`config.mk`:
```
export PLATFORM = sky130hd
export DESIGN_NAME = analog_output_timing_engine
export DESIGN_NICKNAME = d
export VERILOG_FILES = /design/src/hw/ao_pkg.sv /design/src/hw/pin_sync.sv /design/src/hw/sample_fifo.sv /design/src/hw/ao_timing_engine.sv
export SDC_FILE = /design/constraint.sdc
export NUM_CORES = 2
export LEC_CHECK = 0
export BUFFER_PORTS_ARGS = -buffer_cell sky130_fd_sc_hd__buf_2
export CORE_MARGIN = 4
export CORE_UTILIZATION = 25
export CTS_BUF_LIST = sky130_fd_sc_hd__clkbuf_8
export DETAILED_ROUTE_END_ITERATION = 8
export PLACE_DENSITY = 0.51
export SYNTH_ARGS = -nofsm -noshare
export SYNTH_HDL_FRONTEND = slang
export SYNTH_HIERARCHICAL = 1
export SYNTH_SLANG_ARGS = --single-unit
```
`constraint.sdc`:
```
create_clock -name clk -period 13.94 [get_ports clk]
set_input_delay 0.697 -clock clk [delete_from_list [all_inputs] [get_ports clk]]
set_output_delay 0.697 -clock clk [all_outputs]
set_load 0.05 [all_outputs]
```
`src/hw/ao_pkg.sv`:
```
// analog_output_pkg: shared constants and types for the analog output timing engine
package analog_output_pkg;

	// ------------------------------------------------------------
	// register map (byte offsets on the apb bus)
	// ------------------------------------------------------------
	localparam logic [7:0] OFS_CTRL = 8'h00;
	localparam logic [7:0] OFS_MODE = 8'h04;
	localparam logic [7:0] OFS_TRIG = 8'h08;
	localparam logic [7:0] OFS_DIV = 8'h0c;
	localparam logic [7:0] OFS_COUNT = 8'h10;
	localparam logic [7:0] OFS_DELAY = 8'h14;
	localparam logic [7:0] OFS_NCHAN = 8'h18;
	localparam logic [7:0] OFS_BUFLEN = 8'h1c;
	localparam logic [7:0] OFS_TTIME = 8'h20;
	localparam logic [7:0] OFS_SPDATA = 8'h24;
	localparam logic [7:0] OFS_STATUS = 8'h28;
	localparam logic [7:0] OFS_DONE = 8'h2c;
	localparam logic [7:0] OFS_TBFREQ = 8'h30;

	// ------------------------------------------------------------
	// bit positions
	// ------------------------------------------------------------
	localparam int CTL_START = 0;
	localparam int CTL_STOP = 1;
	localparam int CTL_SWTRIG = 2;
	localparam int STS_RUN = 0;
	localparam int STS_ARMED = 1;
	localparam int STS_UNDER = 2;
	localparam int STS_LATE = 3;
	localparam int STS_CFGERR = 4;
	localparam int STS_LEVEL = 16;
	localparam int PIN_SCLK = 8;
	localparam int PIN_TB = 9;
	localparam int PIN_OS = 10;
	localparam int NPINS = 13;

	// ------------------------------------------------------------
	// reset values, sizes and rates
	// ------------------------------------------------------------
	localparam logic [31:0] MODE_RST = 32'h0000_0100;
	localparam logic [31:0] ONE_RST = 32'h0000_0001;
	localparam int unsigned CLK_HZ = 125_000_000;
	localparam int unsigned TB_10M_HZ = 10_000_000;
	localparam int unsigned TB_12M8_HZ = 12_800_000;
	localparam int unsigned TB_13M1_HZ = 13_107_200;
	localparam int unsigned ONBOARD_CH_LIMIT = 16;
	localparam int ENGINES = 8;
	localparam int TERMS = 8;

	// ------------------------------------------------------------
	// encodings
	// ------------------------------------------------------------
	localparam logic [1:0] SM_FINITE = 2'h0;
	localparam logic [1:0] SM_REGEN = 2'h1;
	localparam logic [1:0] SM_ONBOARD = 2'h2;
	localparam logic [1:0] SM_NONREGEN = 2'h3;
	localparam logic [1:0] TT_SCLK = 2'h0;
	localparam logic [1:0] TT_CHDET = 2'h1;
	localparam logic [2:0] TB_INT = 3'h0;
	localparam logic [2:0] TB_EXT = 3'h1;
	localparam logic [2:0] TB_10M = 3'h2;
	localparam logic [2:0] TB_12M8 = 3'h3;
	localparam logic [2:0] TB_13M1 = 3'h4;
	localparam logic [2:0] SS_NONE = 3'h0;
	localparam logic [2:0] SS_SW = 3'h1;
	localparam logic [2:0] SS_TERM = 3'h2;
	localparam logic [2:0] SS_AIREF = 3'h3;
	localparam logic [2:0] SS_AISTART = 3'h4;
	localparam logic [2:0] SS_TIME = 3'h5;
	localparam logic [2:0] SS_INTERNAL = 3'h6;

	typedef enum logic [4:0] {
		ST_IDLE = 5'h01,
		ST_ARMED = 5'h02,
		ST_DELAY = 5'h04,
		ST_RUN = 5'h08,
		ST_LOAD = 5'h10
	} eng_state_t;

	typedef struct packed {
		logic [17:0] rsv;
		logic sclk_route;
		logic [2:0] sclk_term;
		logic sclk_pol;
		logic [2:0] tb_sel;
		logic ext_sclk;
		logic [1:0] timing;
		logic hw_timed_single_point_mode;
		logic [1:0] smode;
	} mode_t;

	typedef struct packed {
		logic [14:0] rsv;
		logic pause_low;
		logic pause_analog;
		logic [2:0] pause_term;
		logic pause_en;
		logic start_route;
		logic [2:0] start_oterm;
		logic [2:0] start_term;
		logic start_fall;
		logic [2:0] start_src;
	} trig_t;

endpackage : analog_output_pkg

```
`src/hw/pin_sync.sv`:
```
// pin_sync: two-flop synchroniser for a bundle of asynchronous pins
module pin_sync #(
	parameter int W = 1
) (
	input wire logic clk,
	input wire logic rst,
	input wire logic [W-1:0] d,
	output logic [W-1:0] q
);
	logic [W-1:0] s1_q;
	logic [W-1:0] s2_q;

	// first stage feeds only the second
	always_ff @(posedge clk or posedge rst) begin
		if (rst) begin
			s1_q <= '0;
			s2_q <= '0;
		end else begin
			s1_q <= d;
			s2_q <= s1_q;
		end
	end

	assign q = s2_q;
endmodule : pin_sync

```
`src/hw/sample_fifo.sv`:
```
// sample_fifo: onboard sample fifo between host transfers and output modules
module sample_fifo #(
	parameter int W = 32,
	parameter int DEPTH = 64
) (
	input wire logic clk,
	input wire logic rst,
	input wire logic push,
	input wire logic [W-1:0] din,
	input wire logic pop,
	output logic [W-1:0] dout,
	output logic [$clog2(DEPTH):0] level
);
	localparam int AW = $clog2(DEPTH);

	if (DEPTH < 2 || (2 ** AW) != DEPTH) begin : g_bad_depth
		$error("sample_fifo depth must be a power of two");
	end

	logic [W-1:0] mem [DEPTH];
	logic [AW-1:0] wp_q, wp_d, rp_q, rp_d;
	logic [AW:0] lv_q, lv_d;
	logic do_push, do_pop;

	// pop and push may share a cycle even when full
	always_comb begin
		do_pop = pop && (lv_q != '0);
		do_push = push && ((lv_q != (AW+1)'(DEPTH)) || do_pop);
		wp_d = do_push ? wp_q + 1'b1 : wp_q;
		rp_d = do_pop ? rp_q + 1'b1 : rp_q;
		lv_d = lv_q + (AW+1)'(do_push) - (AW+1)'(do_pop);
	end

	always_ff @(posedge clk or posedge rst) begin
		if (rst) begin
			wp_q <= '0;
			rp_q <= '0;
			lv_q <= '0;
		end else begin
			wp_q <= wp_d;
			rp_q <= rp_d;
			lv_q <= lv_d;
		end
	end

	// storage has no reset; only pointers matter
	always_ff @(posedge clk) begin
		if (do_push) begin
			mem[wp_q] <= din;
		end
	end

	assign dout = mem[rp_q];
	assign level = lv_q;
endmodule : sample_fifo

```
`src/hw/ao_timing_engine.sv`:
```
// analog_output_timing_engine: one hardware-timed output timing engine with apb registers
// Behaviour
// - single-point mode: unbuffered, sample clock or change-detect
// - late single-point write raises a warning flag
// - buffered samples pass through the onboard fifo
// - finite mode stops after programmed sample count
// - continuous modes run until stop command
// - host regeneration keeps fetching, up to 2**CH_W channels
// - onboard regeneration replays fifo, at most 16 channels
// - non-regeneration flags underflow when data runs short
// - each sample clock updates all channels together
// - sample clock routable to terminals, active high default
// - sample clock divided from selectable, unroutable timebase
// - oversample timebases 10/12.8/13.1072 MHz, fastest default
// - update rate is integer division of timebase
// - start on trigger, else on software start
// - internal clock: programmable start-to-first-sample delay
// - selectable start source with rising/falling edge
// - start trigger drives terminal as high pulse
// - time trigger fires at configured device time
// - pause blocks new samples, current one completes
// - onboard clock: resume at once on pause release
// - other clocks: resume on next clock edge
// - pause is level sensitive, selectable source and polarity
// - eight independent engines, each with own configuration
module analog_output_timing_engine import analog_output_pkg::*; #(
	parameter int W = 32,
	parameter int DEPTH = 64,
	parameter int CH_W = 5,
	parameter int ENGINE_ID = 0
) (
	input wire logic clk,
	input wire logic rst,
	input wire logic [7:0] paddr,
	input wire logic psel,
	input wire logic penable,
	input wire logic pwrite,
	input wire logic [31:0] pwdata,
	output logic [31:0] prdata,
	output logic pready,
	output logic pslverr,
	input wire logic [W-1:0] host_data,
	input wire logic host_valid,
	output logic host_ready,
	output logic [W-1:0] dac_data,
	output logic [CH_W-1:0] dac_chan,
	output logic dac_load,
	output logic dac_update,
	input wire logic [TERMS-1:0] programmable_function_terminal_in,
	output logic [TERMS-1:0] programmable_function_terminal_out,
	output logic [TERMS-1:0] programmable_function_terminal_oe,
	input wire logic ext_sclk,
	input wire logic ext_tb,
	input wire logic [2:0] os_tb,
	input wire logic ai_ref_trig,
	input wire logic ai_start_trig,
	input wire logic int_trig,
	input wire logic ai_cmp,
	input wire logic chg_det,
	input wire logic [31:0] dev_time,
	output logic running
);
	localparam int LW = $clog2(DEPTH) + 1;

	// ------------------------------------------------------------
	// elaboration checks
	// ------------------------------------------------------------
	if (ENGINE_ID < 0 || ENGINE_ID >= ENGINES) begin : g_bad_id
		$error("engine index out of range");
	end
	if (W < 1 || W > 32 || CH_W < 4 || LW > 16) begin : g_bad_size
		$error("unsupported data, channel or fifo size");
	end

	// ------------------------------------------------------------
	// declarations
	// ------------------------------------------------------------
	mode_t mode_q, mode_d;
	trig_t trig_q, trig_d;
	logic [31:0] div_q, div_d, count_q, count_d, delay_q, delay_d, nchan_q, nchan_d;
	logic [31:0] buflen_q, buflen_d, ttime_q, ttime_d, sp_q, sp_d, rd_v;
	logic sp_fresh_q, sp_fresh_d, under_q, under_d, late_q, late_d, cfgerr_q, cfgerr_d;
	logic pready_q, pready_d, pslverr_q, pslverr_d;
	logic [31:0] prdata_q, prdata_d;
	eng_state_t st_q, st_d;
	logic [31:0] tbdiv_q, tbdiv_d, dcnt_q, dcnt_d, done_q, done_d;
	logic [CH_W-1:0] ch_q, ch_d, dc_d;
	logic [LW-1:0] loaded_q, loaded_d, lvl;
	logic paused_q, trg_prev_q, trg_lvl, load_d, upd_d, run_d, hr_d;
	logic [W-1:0] dd_d, fifo_dout, fifo_din;
	logic [NPINS-1:0] pin_s, pin_p_q, rise;
	logic [TERMS-1:0] po_d, oe_d;
	logic start_cmd, stop_cmd, swtrig_cmd, setup, wr_acc;
	logic ev_under, ev_late, ev_cfgerr, sp_take, pop, recirc, host_push;
	logic int_src, buffered, finite, onboard, cfg_ok, have_data, last;
	logic tb_tick, int_tick, raw_tick, tick, resume, p_act, fire, go, start_ev, sclk_ev;

	// ------------------------------------------------------------
	// helpers
	// ------------------------------------------------------------
	// write strobe for one register, taken in the access cycle
	function automatic logic wr_to(input logic [7:0] ofs);
		return wr_acc && (paddr == ofs);
	endfunction : wr_to

	// rate of the selected timebase, zero when external
	function automatic logic [31:0] tb_hz(input logic [2:0] sel);
		case (sel)
			TB_INT: tb_hz = CLK_HZ;
			TB_10M: tb_hz = TB_10M_HZ;
			TB_12M8: tb_hz = TB_12M8_HZ;
			TB_13M1: tb_hz = TB_13M1_HZ;
			default: tb_hz = '0;
		endcase
	endfunction : tb_hz

	// ------------------------------------------------------------
	// pins, fifo
	// ------------------------------------------------------------
	pin_sync #(.W(NPINS)) u_sync (
		.clk(clk),
		.rst(rst),
		.d({os_tb, ext_tb, ext_sclk, programmable_function_terminal_in}),
		.q(pin_s)
	);

	assign rise = pin_s & ~pin_p_q;
	assign host_push = host_valid && host_ready;
	assign fifo_din = recirc ? fifo_dout : host_data;

	sample_fifo #(.W(W), .DEPTH(DEPTH)) u_fifo (
		.clk(clk),
		.rst(rst),
		.push(host_push || recirc),
		.din(fifo_din),
		.pop(pop),
		.dout(fifo_dout),
		.level(lvl)
	);

	// ------------------------------------------------------------
	// apb register file
	// ------------------------------------------------------------
	// zero wait states: pready rises in the first access cycle
	assign setup = psel && !penable;
	assign wr_acc = psel && penable && pready_q && pwrite;
	// decoded in place: a continuous assign would not see the function's hidden inputs
	assign start_cmd = wr_acc && (paddr == OFS_CTRL) && pwdata[CTL_START];
	assign stop_cmd = wr_acc && (paddr == OFS_CTRL) && pwdata[CTL_STOP];
	assign swtrig_cmd = wr_acc && (paddr == OFS_CTRL) && pwdata[CTL_SWTRIG];

	// read mux and register updates; hardware sets win over clears
	always_comb begin
		mode_d = wr_to(OFS_MODE) ? mode_t'(pwdata) : mode_q;
		trig_d = wr_to(OFS_TRIG) ? trig_t'(pwdata) : trig_q;
		div_d = wr_to(OFS_DIV) ? pwdata : div_q;
		count_d = wr_to(OFS_COUNT) ? pwdata : count_q;
		delay_d = wr_to(OFS_DELAY) ? pwdata : delay_q;
		nchan_d = wr_to(OFS_NCHAN) ? pwdata : nchan_q;
		buflen_d = wr_to(OFS_BUFLEN) ? pwdata : buflen_q;
		ttime_d = wr_to(OFS_TTIME) ? pwdata : ttime_q;
		sp_d = wr_to(OFS_SPDATA) ? pwdata : sp_q;
		sp_fresh_d = wr_to(OFS_SPDATA) || (sp_fresh_q && !sp_take);
		under_d = ev_under || (under_q && !(wr_to(OFS_STATUS) && pwdata[STS_UNDER]));
		late_d = ev_late || (late_q && !(wr_to(OFS_STATUS) && pwdata[STS_LATE]));
		cfgerr_d = ev_cfgerr || (cfgerr_q && !(wr_to(OFS_STATUS) && pwdata[STS_CFGERR]));
		rd_v = '0;
		pslverr_d = 1'b0;
		case (paddr)
			OFS_CTRL: rd_v = '0;
			OFS_MODE: rd_v = mode_q;
			OFS_TRIG: rd_v = trig_q;
			OFS_DIV: rd_v = div_q;
			OFS_COUNT: rd_v = count_q;
			OFS_DELAY: rd_v = delay_q;
			OFS_NCHAN: rd_v = nchan_q;
			OFS_BUFLEN: rd_v = buflen_q;
			OFS_TTIME: rd_v = ttime_q;
			OFS_SPDATA: rd_v = sp_q;
			OFS_STATUS: begin
				rd_v[STS_LEVEL +: LW] = lvl;
				rd_v[STS_RUN] = running;
				rd_v[STS_ARMED] = (st_q == ST_ARMED);
				rd_v[STS_UNDER] = under_q;
				rd_v[STS_LATE] = late_q;
				rd_v[STS_CFGERR] = cfgerr_q;
			end
			OFS_DONE: rd_v = done_q;
			OFS_TBFREQ: rd_v = tb_hz(mode_q.tb_sel);
			default: pslverr_d = setup;
		endcase
		pready_d = setup;
		prdata_d = (setup && !pwrite) ? rd_v : '0;
	end

	always_ff @(posedge clk or posedge rst) begin
		if (rst) begin
			mode_q <= mode_t'(MODE_RST);
			trig_q <= '0;
			div_q <= ONE_RST;
			count_q <= ONE_RST;
			delay_q <= '0;
			nchan_q <= ONE_RST;
			buflen_q <= ONE_RST;
			ttime_q <= '0;
			sp_q <= '0;
			sp_fresh_q <= 1'b0;
			under_q <= 1'b0;
			late_q <= 1'b0;
			cfgerr_q <= 1'b0;
			pready_q <= 1'b0;
			pslverr_q <= 1'b0;
			prdata_q <= '0;
		end else begin
			mode_q <= mode_d;
			trig_q <= trig_d;
			div_q <= div_d;
			count_q <= count_d;
			delay_q <= delay_d;
			nchan_q <= nchan_d;
			buflen_q <= buflen_d;
			ttime_q <= ttime_d;
			sp_q <= sp_d;
			sp_fresh_q <= sp_fresh_d;
			under_q <= under_d;
			late_q <= late_d;
			cfgerr_q <= cfgerr_d;
			pready_q <= pready_d;
			pslverr_q <= pslverr_d;
			prdata_q <= prdata_d;
		end
	end

	// ------------------------------------------------------------
	// timebase, sample clock, triggers
	// ------------------------------------------------------------
	// mode decode and config check; onboard replay needs the whole buffer loaded
	always_comb begin
		buffered = !mode_q.hw_timed_single_point_mode;
		finite = buffered && (mode_q.smode == SM_FINITE);
		onboard = buffered && (mode_q.smode == SM_ONBOARD);
		int_src = !mode_q.ext_sclk && (mode_q.timing == TT_SCLK);
		have_data = 32'(lvl) >= nchan_q;
		last = (32'(ch_q) + 32'd1) == nchan_q;
		cfg_ok = (div_q != '0) && (nchan_q != '0) && (nchan_q <= 32'(2 ** CH_W));
		if (mode_q.hw_timed_single_point_mode) begin
			cfg_ok = cfg_ok && (mode_q.timing == TT_SCLK || mode_q.timing == TT_CHDET);
		end else begin
			cfg_ok = cfg_ok && (mode_q.timing == TT_SCLK);
		end
		if (onboard) begin
			cfg_ok = cfg_ok && (nchan_q <= ONBOARD_CH_LIMIT) && (buflen_q <= 32'(DEPTH))
				&& (32'(loaded_q) == buflen_q);
		end
	end

	// timebase never leaves the block; only the sample clock and the start trigger are routed
	always_comb begin
		case (mode_q.tb_sel)
			TB_INT: tb_tick = 1'b1;
			TB_EXT: tb_tick = rise[PIN_TB];
			TB_10M: tb_tick = rise[PIN_OS];
			TB_12M8: tb_tick = rise[PIN_OS + 1];
			TB_13M1: tb_tick = rise[PIN_OS + 2];
			default: tb_tick = 1'b0;
		endcase
		int_tick = tb_tick && (tbdiv_q == div_q - 32'd1);
		if (mode_q.hw_timed_single_point_mode && mode_q.timing == TT_CHDET) begin
			raw_tick = chg_det;
		end else if (mode_q.ext_sclk) begin
			raw_tick = rise[PIN_SCLK];
		end else begin
			raw_tick = int_tick;
		end
		p_act = trig_q.pause_en && ((trig_q.pause_analog ? ai_cmp : pin_s[trig_q.pause_term])
			^ trig_q.pause_low);
		resume = int_src && paused_q && !p_act;
		tick = (raw_tick && !p_act) || resume;
		case (trig_q.start_src)
			SS_TERM: trg_lvl = pin_s[trig_q.start_term];
			SS_AIREF: trg_lvl = ai_ref_trig;
			SS_AISTART: trg_lvl = ai_start_trig;
			SS_INTERNAL: trg_lvl = int_trig;
			default: trg_lvl = 1'b0;
		endcase
		case (trig_q.start_src)
			SS_SW: fire = swtrig_cmd;
			SS_TIME: fire = (dev_time == ttime_q);
			SS_NONE: fire = 1'b0;
			default: fire = trig_q.start_fall ? (trg_prev_q && !trg_lvl) : (!trg_prev_q && trg_lvl);
		endcase
		go = (st_q == ST_IDLE && start_cmd && cfg_ok && trig_q.start_src == SS_NONE)
			|| (st_q == ST_ARMED && fire);
	end

	// ------------------------------------------------------------
	// engine state machine and outputs
	// ------------------------------------------------------------
	// paused ticks are dropped; a load in progress completes unless a stop command ends it
	always_comb begin
		st_d = st_q;
		dcnt_d = dcnt_q;
		done_d = done_q;
		ch_d = ch_q;
		ev_under = 1'b0;
		ev_late = 1'b0;
		ev_cfgerr = 1'b0;
		sp_take = 1'b0;
		pop = 1'b0;
		recirc = 1'b0;
		start_ev = 1'b0;
		sclk_ev = 1'b0;
		load_d = 1'b0;
		upd_d = 1'b0;
		dd_d = dac_data;
		dc_d = dac_chan;
		if (st_q == ST_IDLE || resume) begin
			tbdiv_d = '0;
		end else if (tb_tick) begin
			tbdiv_d = int_tick ? '0 : tbdiv_q + 32'd1;
		end else begin
			tbdiv_d = tbdiv_q;
		end
		unique case (st_q)
			ST_IDLE: begin
				if (start_cmd && !cfg_ok) begin
					ev_cfgerr = 1'b1;
				end else if (start_cmd) begin
					done_d = '0;
					st_d = ST_ARMED;
				end
			end
			ST_ARMED: st_d = ST_ARMED;
			ST_DELAY: begin
				dcnt_d = dcnt_q + 32'd1;
				if (dcnt_q + 32'd1 >= delay_q) begin
					st_d = ST_RUN;
				end
			end
			ST_RUN: begin
				if (tick) begin
					sclk_ev = 1'b1;
					ch_d = '0;
					if (mode_q.hw_timed_single_point_mode) begin
						ev_late = !sp_fresh_q;
						sp_take = 1'b1;
						st_d = ST_LOAD;
					end else if (have_data) begin
						st_d = ST_LOAD;
					end else begin
						ev_under = (mode_q.smode == SM_NONREGEN);
					end
				end
			end
			ST_LOAD: begin
				load_d = 1'b1;
				dc_d = ch_q;
				dd_d = mode_q.hw_timed_single_point_mode ? sp_q[W-1:0] : fifo_dout;
				pop = buffered;
				recirc = onboard;
				ch_d = ch_q + 1'b1;
				if (last) begin
					upd_d = 1'b1;
					done_d = done_q + 32'd1;
					st_d = (finite && done_q + 32'd1 == count_q) ? ST_IDLE : ST_RUN;
				end
			end
		endcase
		if (go) begin
			start_ev = 1'b1;
			dcnt_d = '0;
			done_d = '0;
			st_d = (int_src && delay_q != '0) ? ST_DELAY : ST_RUN;
		end
		if (stop_cmd) begin
			st_d = ST_IDLE;
		end
		if (!onboard) begin
			loaded_d = '0;
		end else begin
			loaded_d = loaded_q + LW'(host_push);
		end
		hr_d = buffered && (32'(lvl) + 32'd2 <= 32'(DEPTH))
			&& !(onboard && 32'(loaded_d) >= buflen_q);
		for (int i = 0; i < TERMS; i++) begin
			oe_d[i] = (mode_q.sclk_route && mode_q.sclk_term == 3'(i))
				|| (trig_q.start_route && trig_q.start_oterm == 3'(i));
			po_d[i] = ((mode_q.sclk_route && mode_q.sclk_term == 3'(i)) && (sclk_ev ^ mode_q.sclk_pol))
				|| ((trig_q.start_route && trig_q.start_oterm == 3'(i)) && start_ev);
		end
		run_d = (st_d == ST_DELAY) || (st_d == ST_RUN) || (st_d == ST_LOAD);
	end

	always_ff @(posedge clk or posedge rst) begin
		if (rst) begin
			st_q <= ST_IDLE;
			tbdiv_q <= '0;
			dcnt_q <= '0;
			done_q <= '0;
			ch_q <= '0;
			loaded_q <= '0;
			paused_q <= 1'b0;
			trg_prev_q <= 1'b0;
			pin_p_q <= '0;
			host_ready <= 1'b0;
			dac_data <= '0;
			dac_chan <= '0;
			dac_load <= 1'b0;
			dac_update <= 1'b0;
			programmable_function_terminal_out <= '0;
			programmable_function_terminal_oe <= '0;
			running <= 1'b0;
		end else begin
			st_q <= st_d;
			tbdiv_q <= tbdiv_d;
			dcnt_q <= dcnt_d;
			done_q <= done_d;
			ch_q <= ch_d;
			loaded_q <= loaded_d;
			paused_q <= p_act;
			trg_prev_q <= trg_lvl;
			pin_p_q <= pin_s;
			host_ready <= hr_d;
			dac_data <= dd_d;
			dac_chan <= dc_d;
			dac_load <= load_d;
			dac_update <= upd_d;
			programmable_function_terminal_out <= po_d;
			programmable_function_terminal_oe <= oe_d;
			running <= run_d;
		end
	end

	assign pready = pready_q;
	assign pslverr = pslverr_q;
	assign prdata = prdata_q;
endmodule : analog_output_timing_engine

```
==> results.yml <==
pwr:
  power_leakage_nw: 41.99
  ir_worst_vdd_mv: 0.08874
  pwr_density_cell_mw_per_mm2: 120.6
logic_synthesis:
  synth.area.top_cells: "edfxtp_1, dfrtp_1, mux4_2"
  synth_seq_cells: 2596
  seq_area_frac_synth_pct: 69.97
  synthCells: 6199
  synth-async-reset-ratio_pct: 21.11
  synth_area_mm2: 0.1075
  synth_top_cell_by_area: "edfxtp_1"
  netlist.area_leader.share_pct: 57.21
  synth_warnings: 6
  synth_cell_type_count: 90
  synth_ff_type: "edfxtp_1"
  synth_edf_count: 2048
  syn_avg_cell_area_um2: 17.34
  syn_nets: 6392
finish:
  finalNetCount: 6858
  areaGrowthSynthToFinish_pct: 15.29
  drive_gt1_share_pct: 26.25
  fillCellCount: 42419
  final_cells: 12702
  final_area_mm2: 0.1239
clock_network:
  cts_hold_buf: 16
  clockBufferDepth: 4
  cts_made_buffers: 414
  cts_tree: "done"
  ctsRootBufferMaster: "clkbuf_8"
  cts_setup_buffers: 0
  path_clk_slew_ps: 70
  cts-htree-levels: 5
  cts_sinks: 2596
  cts-resized-gates: 0
  clk-insertion-delay-late_ps: 1070
floorplanning:
  die_area_mm2: 0.4406
  die_x_um: 663.8
  die_y_um: 663.8
  num_rows: 240
  ioPinCount: 219
  start_util_pct: 25.12
  core_mm2: 0.4279
drt:
  drtIter0Drc: 7939
  wl_per_cell_um: 30.83
  via_per_inst: 5.121
  vias: 65050
  wirelength_um: 391500
  first_pass_iters: 8
  detail-route-antenna-nets: 0
  drcViolationCount: 0
timing:
  fin_crit_ps: 6175
  skew_ps: 138.7
  hold_viol_final: 0
  fin_crit_sh_pct: 44.30
  max_freq_ghz: 0.1619
  holdWs_ps: 113.1
  tns_ps: 0
  worst_pin_slew_ps: 1294
  setup_viol: 0
  max-slew-margin-rel_pct: 13.72
  report.final.slew_viol_count: 0
  rsz0062_at_grt: "false"
grt:
  grt_pass1_vias: 64082
  grt-ovfl-total: 0
  grt_pass1_wl_um: 535800
  grt_usage_pct: 17.19
  antenna_found_initial: 26
  grt_start_max_net_pins: 174
place:
  port_buffers: 218
  place.gp.congestion: 0.8994
  dpl-instance-area_mm2: 0.1160
  place_hpwl_um: 243100
  dp.cells: 11920
setup_path:
  cp_max_fo: 103
  worstPathRequired_ps: 14490
  worst-endpoint-arrival_ps: 6730
  criticalPathCategory: "flop to flop"
  cp-start-kind: "flop"
  critPathCaptureType: "flop"
  timing.rr.start: "u_fifo/rp_q[2]"
  worstSetupStartpoint: "u_fifo/rp_q[2]"
status:
  outcome: "completed"
worst_hold_path:
  hp-class: "input port to flop"
  hold_start: "ai_start_trig"
job:
  cap_violations: 0
[synth_stat cells (all sizes together) (26+ instances only)]
| cell type | instances |
|---|---|
| a22oi | 118 |
| clkbuf | 182 |
| nand2 | 197 |
| nand4 | 55 |
| o21ai | 168 |
| nor4 | 52 |
| xnor2 | 110 |
| buf | 179 |
| nand3 | 106 |
| mux2 | 328 |
| a22o | 97 |
| nand3b | 26 |
| ha | 64 |
| mux2i | 229 |
| inv | 80 |
| o31ai | 40 |
| nand2b | 31 |
| o221ai | 40 |
| a211oi | 40 |
| a221oi | 83 |
| nor2 | 269 |
| dfrtp | 542 |
| edfxtp | 2048 |
| a31oi | 42 |
| mux4 | 449 |
| a21oi | 110 |
| nor3 | 46 |
| and3 | 50 |
| xor2 | 111 |
[report_power, final]
group	internal [mW]	switching [mW]
registers	8.39	0.0298
logic	0.0583	0.209
clock network	3.15	3.11
total	11.6	3.35
[critical path: stages (launching register included)]
cell,delay (ps)
dfrtp_4,760
buf_4,500
buf_12,310
or3b_2,980
o221ai_1,540
a21oi_1,80
a211oi_1,820
a21o_1,180
mux2_2,1040
[worst paths after layout]
kind / cells past startpoint / slack, ps / endpoint
min: 3 / 110 / trg_prev_q
min reg2reg: 0 / 350 / u_sync/q[6]
min in group asynchronous: 3 / 440 / st_q[3]
max in group asynchronous: 6 / 10150 / trig_q[2]
max reg2reg: 8 / 7760 / u_fifo/mem[45][2]
max: 8 / 7760 / u_fifo/mem[45][2]
[metal layers]
metal | global-route usage (%) | up-vias | part of all wire (%)
met3 | 3.539 | 679 | 8.8
li1 | - | 25969 | -
met5 | 0 | - | 0.010
met4 | 6.891 | 6 | 4.5
met1 | 23.23 | 34929 | 41
met2 | 26.98 | 3467 | 46
[through the flow]
stage / power [mW] / setup slack, ps / utilization [%]
2_1_floorplan: 8.698 / 6421 / -
3_3_place_gp: 8.832 / 8078 / 27.10
3_5_place_dp: 8.842 / 8077 / 27.10
4_1_cts: 15.09 / 7973 / 28.95
5_1_grt: 15.47 / 7879 / 28.96
6_report: 14.95 / 7765 / 28.96
[sequential cells by signal (all words and copies together), names as in the netlist, 8 cells and up]
name and count:
u_fifo/mem 2048, buflen_q 32, count_q 32, dac_data 32
dcnt_q 32, delay_q 32, div_q 32, done_q 32
mode_q 32, nchan_q 32, prdata 32, sp_q 32
tbdiv_q 32, trig_q 32, ttime_q 32, u_sync/q 13
u_sync/s1_q 13, programmable_function_terminal_oe 8, programmable_function_terminal_out 8
[layout by cell type, fill, tap and decap left out, types with 110 or more instances in the layout]
master / count
a21oi_1: 110
dfrtp_1: 535
mux4_2: 449
buf_2: 219
clkbuf_8: 452
nor2_1: 193
buf_4: 172
edfxtp_1: 2048
o21ai_0: 159
inv_1: 227
mux2i_1: 229
xor2_1: 111
nand2_1: 195
a22oi_1: 117
mux2_2: 328
[cells by family (layout without fill, tap and decap cells)]
group / after synthesis / in the layout / synth area share, %
DFF: 2596 / 2596 / 69.97
muxes: 1006 / 1006 / 14.97
AOI/OAI and AO/OA: 902 / 902 / 5.988
and+or+nand+nor: 965 / 965 / 4.538
adders and majority gates: 66 / 66 / 0.7728
buffers and inverters: 441 / 1241 / 1.898
other: 0 / 16 / 0
xor gates and xnor gates: 223 / 223 / 1.860
[area by class of cell]
type | instances | area [µm²] | share of cell area [%]
clock buffer | 452 | 6221 | 5.019
inverter | 80 | 305.3 | 0.2463
multi-input combinational | 3162 | 30850 | 24.89
clock inverter | 298 | 1541 | 1.244
antenna | 16 | 40.04 | 0.03230
tap | 5687 | 7116 | 5.741
sequential | 2596 | 75240 | 60.70
timing repair buffer | 411 | 2628 | 2.120
Power figures use the tool's default switching activity.
